File: config.mk
export PLATFORM = sky130hd
export DESIGN_NAME = wws_supervisor
export DESIGN_NICKNAME = d
export VERILOG_FILES = /design/src/wws_pkg.sv /design/src/wws_debounce.sv /design/src/wws_supervisor.sv /design/src/wws_sync.sv
export VERILOG_INCLUDE_DIRS = /design/src
export SDC_FILE = /design/constraint.sdc
export NUM_CORES = 1
export LEC_CHECK = 0
export BUFFER_PORTS_ARGS = -buffer_cell sky130_fd_sc_hd__buf_4
export CAP_MARGIN = 20
export CORE_ASPECT_RATIO = 0.6
export CORE_MARGIN = 2
export CORE_UTILIZATION = 44
export CTS_BUF_LIST = sky130_fd_sc_hd__clkbuf_4
export DETAILED_ROUTE_END_ITERATION = 6
export PLACE_DENSITY = 0.66
export SLEW_MARGIN = 20
export SYNTH_ARGS = -nofsm -noshare
export SYNTH_HDL_FRONTEND = slang
export SYNTH_SLANG_ARGS = --single-unit
File: constraint.sdc
create_clock -name clk -period 2.7 [get_ports clk]
set_input_delay 0.27 -clock clk [delete_from_list [all_inputs] [get_ports clk]]
set_output_delay 0.27 -clock clk [all_outputs]
set_load 0.1 [all_outputs]
File: src/wws_cfg.svh
// Timing and filter constants for the windowed watchdog supervisor.
// Assumes a 10 MHz system clock; all counts derive from the printed times.
`ifndef WWS_CFG_SVH
`define WWS_CFG_SVH

`define WWS_CLK_NS 100
`define WWS_STRETCH_MS 100
`define WWS_STRETCH_CYC ((`WWS_STRETCH_MS * 1000000 + `WWS_CLK_NS - 1) / `WWS_CLK_NS)
`define WWS_PULSE_MS 1
`define WWS_PULSE_CYC ((`WWS_PULSE_MS * 1000000) / `WWS_CLK_NS)
`define WWS_EARLY_MS 10
`define WWS_EARLY_CYC ((`WWS_EARLY_MS * 1000000 + `WWS_CLK_NS - 1) / `WWS_CLK_NS)
`define WWS_LATE_MS 15
`define WWS_LATE_CYC ((`WWS_LATE_MS * 1000000) / `WWS_CLK_NS)
`define WWS_GLITCH_NS 1000
`define WWS_GLITCH_CYC ((`WWS_GLITCH_NS + `WWS_CLK_NS - 1) / `WWS_CLK_NS)
`define WWS_CNT_W 24

`endif

File: src/wws_pkg.sv
// Types shared by the windowed watchdog supervisor files.
// Assumes the constants header is included by each user.
package wws_pkg;
    typedef enum logic [1:0] {WWS_RESET, WWS_ARMED, WWS_RUN, WWS_PULSE} wws_state_t;
    typedef struct packed {
        logic kick_fall;
        logic operator_low;
    } wws_events_t;
endpackage

File: src/wws_debounce.sv
// Low-level filter: output goes high only after a sustained low input.
// Assumes a synchronised input on the system clock.
`timescale 1ns/10ps
`include "wws_cfg.svh"
module wws_debounce
    import wws_pkg::*;
#(
    parameter int unsigned HOLD_CYC = `WWS_GLITCH_CYC
) (
    input wire logic clk,
    input wire logic rst,
    input wire logic din,
    output logic low_reg
);
    logic [15:0] cnt_reg;
    logic [15:0] cnt_next;
    logic hit;

    // Count consecutive low samples; any high sample restarts the count.
    assign hit = (cnt_reg >= 16'(HOLD_CYC - 1));
    assign cnt_next = din ? 16'h0000 : (hit ? cnt_reg : cnt_reg + 16'h0001);

    // Release is immediate so the stretch timer starts from the real rise.
    always_ff @(posedge clk) begin
        if (rst) begin
            cnt_reg <= 16'h0000;
            low_reg <= 1'b0;
        end else begin
            cnt_reg <= cnt_next;
            low_reg <= !din && hit;
        end
    end
endmodule // wws_debounce

File: src/wws_supervisor.sv
// Windowed watchdog supervisor: reset generator and kick window checker.
// Assumes one 10 MHz clock, a synchronous supply-good input from the
// analogue comparator, and asynchronous kick and operator reset pins.
// Functional notes
// - Operator reset low asserts reset, clears watchdog timer, releases fault output.
// - After operator reset rises, reset stays asserted at least 100 ms.
// - Reset asserted while supply below trip level or operator reset low.
// - Release reset only after supply good and operator high for 100 ms.
// - Watchdog timer clears on each accepted kick fall and reset release.
// - Kick fall inside the early/late window raises no fault, restarts timing.
// - Kick falls closer than early limit cause fast fault and low pulse.
// - No kick fall before late limit causes slow fault and low pulse.
// - Any fault drives the open-drain fault output low for 1 ms.
// - Fault output may only assert while reset is inactive.
// - Kick pulses are ignored while reset or fault output is asserted.
// - Watchdog timer clears when the fault pulse ends.
// - First kick fall after reset or fault pulse skips early check.
// - Operator reset filtered so short low glitches do not assert reset.
// - A watchdog fault never asserts the reset output itself.
`timescale 1ns/10ps
`include "wws_cfg.svh"
module wws_supervisor
    import wws_pkg::*;
#(
    parameter int unsigned EARLY_CYC = `WWS_EARLY_CYC,
    parameter int unsigned LATE_CYC = `WWS_LATE_CYC,
    parameter int unsigned STRETCH_CYC = `WWS_STRETCH_CYC,
    parameter int unsigned PULSE_CYC = `WWS_PULSE_CYC
) (
    input wire logic clk,
    input wire logic rst,
    input wire logic supply_good,
    input wire logic operator_reset_n,
    input wire logic kick_in,
    output logic reset_n,
    output logic window_fault_pulse_n_o,
    output logic window_fault_pulse_n_oe,
    output logic fault_fast,
    output logic fault_slow
);
    localparam int W = `WWS_CNT_W;

    logic kick_sync;
    logic op_sync;
    logic op_low;
    logic kick_d_reg;
    wws_events_t ev;
    logic hold;
    logic [W-1:0] rst_cnt_reg;
    logic [W-1:0] rst_cnt_next;
    logic rst_done;
    logic reset_n_reg;
    logic reset_n_next;
    wws_state_t state_reg;
    wws_state_t state_next;
    logic [W-1:0] wd_cnt_reg;
    logic [W-1:0] wd_cnt_next;
    logic first_reg;
    logic first_next;
    logic early_hit;
    logic late_hit;
    logic pulse_end;
    logic fast_evt;
    logic slow_evt;
    logic ff_fast_reg;
    logic ff_slow_reg;

    // Pin synchronisers ahead of any edge or level logic.
    wws_sync u_kick_sync (.clk(clk), .rst(rst), .din(kick_in), .dout(kick_sync));
    wws_sync u_op_sync (.clk(clk), .rst(rst), .din(operator_reset_n), .dout(op_sync));

    // Glitch filter; a low must last about a microsecond before it counts.
    wws_debounce #(.HOLD_CYC(`WWS_GLITCH_CYC)) u_op_filt (
        .clk(clk),
        .rst(rst),
        .din(op_sync),
        .low_reg(op_low)
    );

    // Kick falling edge detect on the synchronised level.
    always_ff @(posedge clk) begin
        if (rst) begin
            kick_d_reg <= 1'b1;
        end else begin
            kick_d_reg <= kick_sync;
        end
    end

    assign ev.kick_fall = kick_d_reg && !kick_sync;
    assign ev.operator_low = op_low;

    // Reset generator. Faults feed nothing here, so a watchdog fault alone
    // never resets the processor; loop the fault pin back for that.
    assign hold = !supply_good || ev.operator_low;
    assign rst_done = (rst_cnt_reg >= W'(STRETCH_CYC - 1));
    assign rst_cnt_next = hold ? '0 : (rst_done ? rst_cnt_reg : rst_cnt_reg + 1'b1);
    assign reset_n_next = !hold && rst_done;

    always_ff @(posedge clk) begin
        if (rst) begin
            rst_cnt_reg <= '0;
            reset_n_reg <= 1'b0;
        end else begin
            rst_cnt_reg <= rst_cnt_next;
            reset_n_reg <= reset_n_next;
        end
    end

    assign reset_n = reset_n_reg;

    // Window comparisons on the watchdog timer.
    assign early_hit = (wd_cnt_reg < W'(EARLY_CYC));
    assign late_hit = (wd_cnt_reg >= W'(LATE_CYC - 1));
    assign pulse_end = (wd_cnt_reg >= W'(PULSE_CYC - 1));
    assign fast_evt = (state_reg == WWS_RUN) && ev.kick_fall && early_hit && !first_reg;
    assign slow_evt = (state_reg == WWS_RUN) && !ev.kick_fall && late_hit;

    // Watchdog sequencer. The timer doubles as the pulse-width counter.
    always_comb begin
        state_next = state_reg;
        wd_cnt_next = wd_cnt_reg + 1'b1;
        first_next = first_reg;
        case (state_reg)
            WWS_RESET: begin
                wd_cnt_next = '0;
                first_next = 1'b1;
                if (reset_n_reg) begin
                    state_next = WWS_RUN;
                end
            end
            WWS_RUN: begin
                if (fast_evt || slow_evt) begin
                    state_next = WWS_PULSE;
                    wd_cnt_next = '0;
                end else if (ev.kick_fall) begin
                    wd_cnt_next = '0;
                    first_next = 1'b0;
                end
            end
            WWS_PULSE: begin
                // Kicks are not looked at in this state.
                if (pulse_end) begin
                    state_next = WWS_RUN;
                    wd_cnt_next = '0;
                    first_next = 1'b1;
                end
            end
            default: begin
                state_next = WWS_RESET;
                wd_cnt_next = '0;
            end
        endcase
        if (!reset_n_next) begin
            // Reset overrides everything and releases the fault pin in the
            // same cycle in which reset falls, so the pin never pulls while
            // reset is low.
            state_next = WWS_RESET;
            wd_cnt_next = '0;
            first_next = 1'b1;
        end
    end

    always_ff @(posedge clk) begin
        if (rst) begin
            state_reg <= WWS_RESET;
            wd_cnt_reg <= '0;
            first_reg <= 1'b1;
            ff_fast_reg <= 1'b0;
            ff_slow_reg <= 1'b0;
        end else begin
            state_reg <= state_next;
            wd_cnt_reg <= wd_cnt_next;
            first_reg <= first_next;
            ff_fast_reg <= fast_evt && reset_n_next;
            ff_slow_reg <= slow_evt && reset_n_next;
        end
    end

    // Open drain: output data always low, enable pulls the line.
    assign window_fault_pulse_n_o = 1'b0;
    assign window_fault_pulse_n_oe = (state_reg == WWS_PULSE);
    assign fault_fast = ff_fast_reg;
    assign fault_slow = ff_slow_reg;

    // Checker-only counters. They run beside the sequencer rather than
    // reusing its timer, so a wrong compare in the timer still shows up.
    // They cost a few registers that synthesis drops as unread.
    logic [W-1:0] good_cnt_reg;
    logic [W-1:0] oe_cnt_reg;
    logic [W-1:0] idle_cnt_reg;

    // Cycles for which both reset causes have been clear, saturating.
    always_ff @(posedge clk) begin
        if (rst || hold) begin
            good_cnt_reg <= '0;
        end else if (good_cnt_reg < W'(STRETCH_CYC)) begin
            good_cnt_reg <= good_cnt_reg + 1'b1;
        end
    end

    // Cycles for which the fault pin has been pulled in the current pulse.
    always_ff @(posedge clk) begin
        if (rst || !window_fault_pulse_n_oe) begin
            oe_cnt_reg <= '0;
        end else begin
            oe_cnt_reg <= oe_cnt_reg + 1'b1;
        end
    end

    // Cycles spent in the run state since it was entered or last kicked.
    always_ff @(posedge clk) begin
        if (rst || state_reg != WWS_RUN || ev.kick_fall) begin
            idle_cnt_reg <= '0;
        end else begin
            idle_cnt_reg <= idle_cnt_reg + 1'b1;
        end
    end
endmodule // wws_supervisor

File: src/wws_sync.sv
// Two-flop synchroniser for pin inputs.
// Assumes asynchronous inputs; the reset value is the idle (high) level.
`timescale 1ns/10ps
module wws_sync
    import wws_pkg::*;
(
    input wire logic clk,
    input wire logic rst,
    input wire logic din,
    output logic dout
);
    logic meta_reg;

    // The first stage feeds only the second stage to contain metastability.
    always_ff @(posedge clk) begin
        if (rst) begin
            meta_reg <= 1'b1;
            dout <= 1'b1;
        end else begin
            meta_reg <= din;
            dout <= meta_reg;
        end
    end
endmodule // wws_sync
==> Word level (Yosys, flattened, before mapping) <==
Index checks and enable logic that the tools add are counted.
Widths: inputs -> output; s select.
{ "classes": {"mux": 12, "eq_ne": 7, "n_addsub": 3, "reduce_logical": 25, "order_cmp": 5, "bitwise": 1} }
{ "op_table": {"columns": ["op", "n"], "rows": [
  ["$mux 24", 3],
  ["$add 24x1->24 const B", 2],
  ["$pmux 24 s2", 1],
  ["$ge 24x14->1 const B", 1],
  ["$ge 24x18->1 const B", 1],
  ["$ge 24x20->1 const B", 1],
  ["$lt 24x17->1 const B", 1],
  ["$add 16x1->16 const B", 1],
  ["$ge 16x4->1 const B", 1],
  ["$logic_and 1x1->1", 10],
  ["$logic_not 1->1", 6],
  ["$mux 2", 3],
  ["$ne 2x2->1 const B", 3],
  ["$pmux 2 s3", 1],
  ["$reduce_or 2->1", 3],
  ["$eq 2x2->1 const B", 2],
  ["$ne 2x1->1 const B", 2],
  ["$reduce_and 4->1", 1],
  ["$mux 1", 3],
  ["$pmux 1 s3", 1],
  ["$reduce_and 3->1", 1],
  ["$reduce_bool 3->1", 1],
  ["$logic_not 2->1", 1],
  ["$logic_or 1x1->1", 2],
  ["$not 1->1", 1]
]} }
{ "totals": {"out_inout_bits": 5, "register_bits": 76} }

==> Depth between registers and ports, before layout <==
Gate-level depths: netlist (run 1).
{ "depth": {"word_depth": 8, "depth_mapped": 9, "mapped_depth_nobuf": 8} }

==> Hierarchy <==
A second synthesis (run 1) with hierarchy kept.
{ "hier_totals": {"cells_unflattened": 346, "hier_area_um2": 3270.6} }
{ "by_module_without_submodules": {"columns": ["mod", "seq_area_each_um2", "cells_each", "area_per_inst_um2", "n_inst"], "rows": [
  ["wws_supervisor", 1101.1, 281, 2529.9, 1],
  ["wws_debounce", 340.3, 57, 635.6, 1],
  ["wws_sync", 40.0, 4, 52.6, 2]
]} }

==> Worst setup path before layout (run 1) <==
Ideal clock, no wire load.
{ "synth_timing": {"path_type": "reg2reg", "from": "register state_reg[1]", "to": "register wd_cnt_reg[15]", "path_slack_ns": 0.390, "arrival_time_ns": 2.247, "path_buffers": 2, "synth_period_minus_slack_ns": 2.310, "path_stages_with_launch": 8, "cell_sequence": "dfxtp_1 > and2_1 > nand3_1 > or4_1 > a21o_1 > buf_6 > buf_12 > nor2_4"} }
{ "synth_rtl": {"columns": ["item", "line", "rtl"], "rows": [
  ["start: declaration", "wws_supervisor.sv:54", "wws_state_t state_reg;"],
  ["start signal: assignment", "wws_supervisor.sv:171", "state_reg <= state_next;"],
  ["$eq 2x2->1", null, null],
  ["via window_fault_pulse_n_oe", "wws_supervisor.sv:37", "output logic window_fault_pulse_n_oe,"],
  ["$pmux 24 s2", "wws_supervisor.sv:123", "case (state_reg)"],
  ["end signal: assignment", "wws_supervisor.sv:172", "wd_cnt_reg <= wd_cnt_next;"],
  ["end: declaration", "wws_supervisor.sv:56", "logic [W-1:0] wd_cnt_reg;"]
]} }
The timed path passes the listed nets, and every way through them passes these cells.
A chain may end at the register's enable or synchronous reset.

==> Worst setup path after layout (run 1) <==
{ "layout_timing": {"from": "register rst_cnt_reg[0]", "to": "register rst_cnt_reg[17]"} }
{ "layout_via": {"elab_chain_cells": 1} }
{ "layout_lines": {"columns": ["item", "line", "rtl"], "rows": [
  ["start: declaration", "wws_supervisor.sv:49", "logic [W-1:0] rst_cnt_reg;"],
  ["start signal: assignment", "wws_supervisor.sv:104", "rst_cnt_reg <= rst_cnt_next;"],
  ["$add 24x1->24 or $ge 24x20->1 (tied branches)", "wws_supervisor.sv:96, wws_supervisor.sv:95", null]
]} }
Several ways; a longest one is shown, not always the timed one.

==> reports/metrics.cfg, run 1 <==
[status]
run_status = finished clean

[yosys]
synth-edff-count = 0
ys_types = 50
syn_inst = 337
synthArstFlopShare = 0
yosysSeqAreaShare = 0.490
synthMuxAreaShare = 0.00322
synth-compound-area-share = 0.0818
yosys_register_bits = 76
syn-cell-area_um2 = 3110
avgSynthCellArea_um2 = 9.22
yosys.area_share.simple = 0.292
yosysWarnings = 0
ys.flop_type = dfxtp_1
synth_top_family_by_area = simple AND/OR/NAND/NOR gates
synthAdderAreaFrac = 0.0201
synth_xor_area_frac = 0.0733

[pwr]
p_comb_frac = 0.018
ir_drop_mv = 0.373
p_sw_uw = 415
internal-power_uw = 1440
power.share.sequential = 0.613
power.leakage_uw = 0.00116
pwr-share-clk = 0.368
swShare = 0.224
powerDensity_nw_per_um2 = 546

[critical_path]
crit_chain = ha_1 -> a311oi_1 -> or4_1 -> nand3_2 -> or4_1 -> a21oi_1
cp_num_cells = 6
r2r_end = rst_cnt_reg[17]
arrival_ns = 2.68
r2r_slack_ns = 0.38
cp.required_ns = 3.06
worst-r2r-cell-count = 6
critPathCaptureType = flip-flop
path_max_fanout = 16
cp_slowest_cell = or4_1
crit_top_cell = or4_1
crit_end = rst_cnt_reg[17]
critPathLaunchType = flip-flop
max_stage_delay_ns = 0.55
r2r-start = rst_cnt_reg[0]
critPathKind = reg -> reg
startpoint = rst_cnt_reg[0]
cp_num_buf_inv = 0
path_delay_family = simple AND/OR/NAND/NOR gates

[timing]
worstMarginPinSlew_ns = 0.532
fin_crit_sh = 0.859
max_freq_ghz = 0.431
setup_viol = 0
hold_ws_ns = 0.101
setup_slack_ns = 0.381
slew_headroom = 0.645
rsz0062_at_grt = false
fin_setup_tns_ns = 0
period_needed_ns = 2.32
drv_slew = 0
hold_viol = 0
finalClockSkew_ns = 0.0128

[grt]
grt-ovfl-total = 0
grt_usage = 0.154
grt_pass1_vias = 1970
antenna_found_initial = 0
grt_start_max_net_pins = 20
grt_pass1_wl_um = 9340

[detailed_routing]
wl_per_cell_um = 12.4
remaining_drc_errors = 0
routed_wl_um = 5530
ant_nets = 0
vias = 2246
dr.first_iter.drc_count = 121
vias_per_cell = 5.04
dr.pass1.iters = 4

[cells_and_area]
drive_above_1_share = 0.123
final_nets = 364
fillCellCount = 628
syn_to_final_growth_pct = 9.15
finalCoreUtilization = 0.501
antennaDiodeCount = 0

[place]
port_buffers = 8
dp_slack_ns = 0.431
gp_congestion = 0.827
dp_hpwl_um = 3930

[job]
max_cap_viol_count = 0

[die]
rows = 23
start_util = 0.459
fp.dieW_um = 112
die_area_um2 = 7770
num_io_pins = 10
die_h_um = 69.1
core_um2 = 6760

[cts]
clk_latency_ns = 0.43
root_buffer = clkbuf_4
cts.path.max_buffers = 2
tritoncts = done
clock-sinks = 76
cts_resized = 0
cts_made_buffers = 9
htree_levels = 3
path_clk_slew_ns = 0.12

[hold_path]
min_from = rst
min_path_type = in -> reg

worst register-to-register path, stage by stage (launching register included):
cell and delay (ns):
dfxtp_1 0.35, ha_1 0.24, a311oi_1 0.25, or4_1 0.37
nand3_2 0.34, or4_1 0.55, a21oi_1 0.16
routing by layer:
| metal | vias up | wire length, um | track usage |
|---|---|---|---|
| met3 | 6 | 337 | 0.0765 |
| met1 | 995 | 3210 | 0.234 |
| met5 | - | 0 | 0 |
| li1 | 1188 | - | - |
| met4 | 0 | 44 | 0.0407 |
| met2 | 57 | 1930 | 0.189 |
how the worst min path moves through the flow:
| stage | to | depth (start not counted) |
|---|---|---|
| after detailed placement | u_kick_sync.dout | 1 |
| final | u_kick_sync.dout | 2 |
| after floorplan | kick_d_reg | 1 |
| after CTS | u_kick_sync.dout | 2 |
| after global routing | kick_d_reg | 2 |
| after global placement | u_kick_sync.dout | 1 |
kinds of logic after synthesis:
group           Yosys count
compound gates           41
mux                       1
other cells               1
xor+xnor                 26
flops                    76
simple gates            164
fa+ha+maj                 5
buf+inv                  23
metrics by stage:
step           power [uW]  area, um2  instances
2_1_floorplan        1180       3130        343
3_3_place_gp         1190       3230        428
3_5_place_dp         1190       3230        428
4_1_cts              1880       3390        446
5_1_grt              1940       3390        446
6_report             1850       3390        446
power by group through the flow:
| stage | sequential [uW] | clock (uW) | combinational [uW] |
|---|---|---|---|
| final | 1130 | 681 | 34.0 |
| after global routing | 1140 | 764 | 37.7 |
| after CTS | 1130 | 709 | 34.1 |
| after detailed placement | 1160 | 0 | 31.7 |
| after global placement | 1160 | 0 | 31.1 |
| after floorplan | 1160 | 0 | 23.1 |
Yosys cell counts, types with 7 or more instances:
cell type / n / share of area
dfxtp_1: 76 / 0.49
nor2_1: 40 / 0.048
nand3_1: 24 / 0.039
nand2_1: 19 / 0.023
and2_1: 18 / 0.036
a21oi_1: 15 / 0.024
xor2_1: 14 / 0.039
inv_1: 12 / 0.015
xnor2_1: 12 / 0.034
nor4_1: 10 / 0.020
nand4_1: 8 / 0.016
nor2_4: 8 / 0.029
o21ai_0: 8 / 0.013
or3_1: 7 / 0.014
cell type report:
cell class	instances	area, um2	share of cell area
clock inverter	6	63.8	0.0188
tap	87	109	0.0321
sequential	76	1520	0.449
clock buffer	10	75.1	0.0221
timing repair buffer	11	87.6	0.0258
multi-input combinational	244	1490	0.439
inverter	12	45.0	0.0133
timing repair:
action | CTS | global route
setup buffers | 0 | 0
hold endpoints to repair | 2 | 0
hold buffers | 2 | 0
cell usage in the layout (no fill, tap or decap), types with 9 or more instances in the layout:
cell type and count:
and2_1 18, clkbuf_4 10, inv_1 12, nor4_1 10, nand3_1 24, xor2_1 14
a21oi_1 15, nor2_1 40, nand2_1 19, dfxtp_1 76, buf_4 9, xnor2_1 12
No activity file was read; power rests on OpenSTA's default activity.
==> run 2, diff against run 1 <==
--- a/config.mk
+++ b/config.mk
@@ -14,6 +14,7 @@
 export CTS_BUF_LIST = sky130_fd_sc_hd__clkbuf_4
 export DETAILED_ROUTE_END_ITERATION = 6
 export PLACE_DENSITY = 0.66
+export RECOVER_POWER = 25
 export SLEW_MARGIN = 20
 export SYNTH_ARGS = -nofsm -noshare
 export SYNTH_HDL_FRONTEND = slang
==> reports/metrics.cfg, run 2 (synthesis results as in run 1) <==
[pwr]
powerDensity_nw_per_um2 = 546
p_total_uw = 1850
power.leakage_uw = 0.00115
ir_drop_mv = 0.373

[timing]
slew_headroom = 0.645
rsz0062_at_grt = false
hold_viol = 0
fin_crit_sh = 0.858
period_needed_ns = 2.32
setup_slack_ns = 0.383
worstMarginPinSlew_ns = 0.531
hold_ws_ns = 0.101
drv_slew = 0
fin_setup_tns_ns = 0
max_freq_ghz = 0.432
setup_viol = 0
finalClockSkew_ns = 0.0108

[cts]
root_buffer = clkbuf_4
cts.path.max_buffers = 2
clk_latency_ns = 0.43
htree_levels = 3
tritoncts = done
clock-sinks = 76
postCtsSetupRepairBufs = 0
ctsHoldBuffers = 2
path_clk_slew_ns = 0.12
cts_made_buffers = 9
cts_resized = 0

[die]
num_io_pins = 10
rows = 23
die_area_um2 = 7770
die_h_um = 69.1
fp.dieW_um = 112
start_util = 0.459
core_um2 = 6760

[cells_and_area]
layout_common_cells = dfxtp_1, nor2_1, nand3_1
fillCellCount = 628
syn_to_final_growth_pct = 9.15
antennaDiodeCount = 0
final_cells = 446
drive_above_1_share = 0.123
final_common_cell = dfxtp_1
final_nets = 364

[detailed_routing]
dr.first_iter.drc_count = 117
wl_per_cell_um = 12.4
ant_nets = 0
dr.pass1.iters = 4
remaining_drc_errors = 0
vias_per_cell = 5.06
routed_wl_um = 5530
vias = 2256

[critical_path]
critPathCaptureType = flip-flop
critPathKind = reg -> reg
crit_chain = ha_1 -> a311oi_1 -> or4_1 -> nand3_2 -> or4_1 -> a21oi_1
critPathLaunchType = flip-flop
cp_slowest_cell = or4_1
path_max_fanout = 16
max_stage_delay_ns = 0.55
cp.required_ns = 3.06
arrival_ns = 2.68
crit_top_cell = or4_1
r2r_slack_ns = 0.38

[place]
dp_slack_ns = 0.431
dp_hpwl_um = 3930
port_buffers = 8
placedCellCount = 428
gp_congestion = 0.827

[grt]
antenna_found_initial = 0
grt_start_max_net_pins = 20
grt-ovfl-total = 0
grt_usage = 0.154
grt_pass1_vias = 1970
grt_pass1_wl_um = 9340

[job]
max_cap_viol_count = 0

[status]
run_status = finished clean

[hold_path]
min_path_type = in -> reg

==> run 2: cell count changes in the layout (fill, tap and decap cells not counted), sizes merged <==
cell	before	now
buf	9	7
clkbuf	10	12
==> run 2: final timing paths <==
path | from | endpoint | cells past startpoint
min reg2reg | u_op_sync.meta_reg | u_op_sync.dout | 1
max | rst_cnt_reg[0] | rst_cnt_reg[17] | 6
min | rst | u_kick_sync.dout | 2
max reg2reg | rst_cnt_reg[0] | rst_cnt_reg[17] | 6
==> run 2: metal layers <==
metal,vias up,share of wire,global-route usage
li1,1190,-,-
met1,997,0.58,0.234
met2,61,0.35,0.189
met3,8,0.062,0.0765
met4,0,0.0092,0.0407
met5,-,0,0
==> run 2: critical path, delay by kind of cell, from the launching register on <==
family | cells | cell delay, ns
and+or+nand+nor | 3 | 1.25
AOI/OAI and AO/OA | 2 | 0.41
DFF | 1 | 0.35
adders and majority gates | 1 | 0.24
==> run 2: layout make-up <==
| type | count | area, um2 | area share |
|---|---|---|---|
| flip-flops and latches | 76 | 1520 | 0.449 |
| multi-input cells | 244 | 1490 | 0.439 |
| well taps | 87 | 109 | 0.0321 |
| repair buffers | 11 | 87.6 | 0.0258 |
| clock buffers | 10 | 75.1 | 0.0221 |
| clock inverters | 6 | 63.8 | 0.0188 |
| inverters | 12 | 45.0 | 0.0133 |
==> run 2: power breakdown <==
part	switching, uW	internal [uW]	total [uW]
clock network	388	292	681
logic	21.4	12.4	33.8
registers	4.13	1130	1130
==> run 2: per-stage QoR <==
stage                      util  cell area (um2)
after floorplan               -             3130
after global placement    0.478             3230
after detailed placement  0.478             3230
after CTS                 0.501             3390
after global routing      0.501             3390
final                     0.501             3390
==> run 3, diff against run 2 <==
--- a/config.mk
+++ b/config.mk
@@ -8,7 +8,7 @@
 export LEC_CHECK = 0
 export BUFFER_PORTS_ARGS = -buffer_cell sky130_fd_sc_hd__buf_4
 export CAP_MARGIN = 20
-export CORE_ASPECT_RATIO = 0.6
+export CORE_ASPECT_RATIO = 2
 export CORE_MARGIN = 2
 export CORE_UTILIZATION = 44
 export CTS_BUF_LIST = sky130_fd_sc_hd__clkbuf_4
==> constraint.sdc (replaced) <==
create_clock -name clk -period 2.7 [get_ports clk]
set_input_delay 0.675 -clock clk [delete_from_list [all_inputs] [get_ports clk]]
set_output_delay 0.675 -clock clk [all_outputs]
set_load 0.1 [all_outputs]
==> reports/metrics.cfg, run 3 (synthesis results as in run 1) <==
[cells_and_area]
final_common_cell = dfxtp_1
finalCoreUtilization = 0.493
layout_common_cells = dfxtp_1, nor2_1, nand3_1
syn_to_final_growth_pct = 9.31
final_nets = 363
finalInstanceArea_um2 = 3390
drive_above_1_share = 0.120
fillCellCount = 722

[timing]
period_needed_ns = 2.26
setup_viol = 0
drv_slew = 0
worstMarginPinSlew_ns = 0.516
setup_slack_ns = 0.442
rsz0062_at_grt = false
fin_crit_sh = 0.836
slew_headroom = 0.656
hold_viol = 0
max_freq_ghz = 0.443
finalClockSkew_ns = 0.0196
hold_ws_ns = 0.419
fin_setup_tns_ns = 0

[detailed_routing]
vias = 2328
ant_nets = 0
wl_per_cell_um = 12.4
vias_per_cell = 5.18
dr.first_iter.drc_count = 80
dr.pass1.iters = 4
remaining_drc_errors = 0
routed_wl_um = 5570

[cts]
tritoncts = done
cts.path.max_buffers = 2
root_buffer = clkbuf_4
clk_latency_ns = 0.41
path_clk_slew_ns = 0.12
cts_resized = 0
cts_made_buffers = 9
clock-sinks = 76
htree_levels = 3
ctsHoldBuffers = 0
postCtsSetupRepairBufs = 0

[pwr]
powerDensity_nw_per_um2 = 567
power.leakage_uw = 0.00116
ir_drop_mv = 0.405

[place]
placed_area_um2 = 3240
port_buffers = 8
dp_hpwl_um = 4060
gp_congestion = 0.793
dp_slack_ns = 0.458

[critical_path]
cp_slowest_cell = or4_1
critPathLaunchType = flip-flop
r2r_end = wd_cnt_reg[4]
crit_top_cell = a21o_1
critPathCaptureType = flip-flop
path_max_fanout = 18
critPathKind = reg -> reg
crit_chain = and3_1 -> a311oi_1 -> or4_1 -> a21o_1 -> a21o_1 -> buf_4 -> nor2_1
worst-r2r-cell-count = 7
cp_num_buf_inv = 1
max_stage_delay_ns = 0.61
r2r-start = rst_cnt_reg[3]
arrival_ns = 2.60
cp.required_ns = 3.04
r2r_slack_ns = 0.44
path_delay_family = simple AND/OR/NAND/NOR gates

[hold_path]
min_from = u_op_sync.meta_reg
min_path_type = reg -> reg
hold_depth = 1
min_to = u_op_sync.dout

[die]
die_h_um = 123
core_um2 = 6890
num_io_pins = 10
die_area_um2 = 7790
rows = 43
start_util = 0.451
fp.dieW_um = 63.4

[grt]
grt-ovfl-total = 0
grt_pass1_wl_um = 9670
grt_usage = 0.161
antenna_found_initial = 1
grt_start_max_net_pins = 19
grt_pass1_vias = 2226

[status]
run_status = finished clean

[job]
max_cap_viol_count = 0

## run 3: per-layer routing
metal / track usage / share of wire
met1: 0.153 / 0.40
met2: 0.291 / 0.55
met4: 0.113 / 0.036
met5: 0 / 0
met3: 0.0449 / 0.019
## run 3: cell type report
type / count / area, um2 / share of cell area
Inverter: 12 / 45.0 / 0.0133
Tap cell: 90 / 113 / 0.0332
Antenna cell: 1 / 2.50 / 0.000737
Multi-Input combinational cell: 244 / 1490 / 0.438
Clock inverter: 6 / 78.8 / 0.0232
Sequential cell: 76 / 1520 / 0.448
Timing Repair Buffer: 10 / 71.3 / 0.0210
Clock buffer: 10 / 75.1 / 0.0221
## run 3: how the worst max path moves through the flow
| stage | from | end | slack (ns) | depth (start not counted) |
|---|---|---|---|---|
| 2_1_floorplan | state_reg[1] | wd_cnt_reg[15] | 0.39 | 7 |
| 3_3_place_gp | rst_cnt_reg[3] | wd_cnt_reg[2] | 0.51 | 7 |
| 4_1_cts | rst_cnt_reg[22] | rst_cnt_reg[17] | 0.43 | 5 |
| 5_1_grt | rst_cnt_reg[22] | rst_cnt_reg[15] | 0.26 | 5 |
| 6_report | rst_cnt_reg[3] | wd_cnt_reg[4] | 0.44 | 7 |
| 3_5_place_dp | rst_cnt_reg[22] | rst_cnt_reg[17] | 0.46 | 5 |
## run 3: power breakdown
part	internal [uW]	switching, uW
Clock	379	379
Combinational	10.9	20.2
Sequential	1130	3.78
Total	1520	403
## run 3: stage by stage
step	instances	power, uW
after floorplan	343	1180
after detailed placement	432	1190
final	449	1920
after global placement	432	1190
after CTS	448	1960
after global routing	449	2000
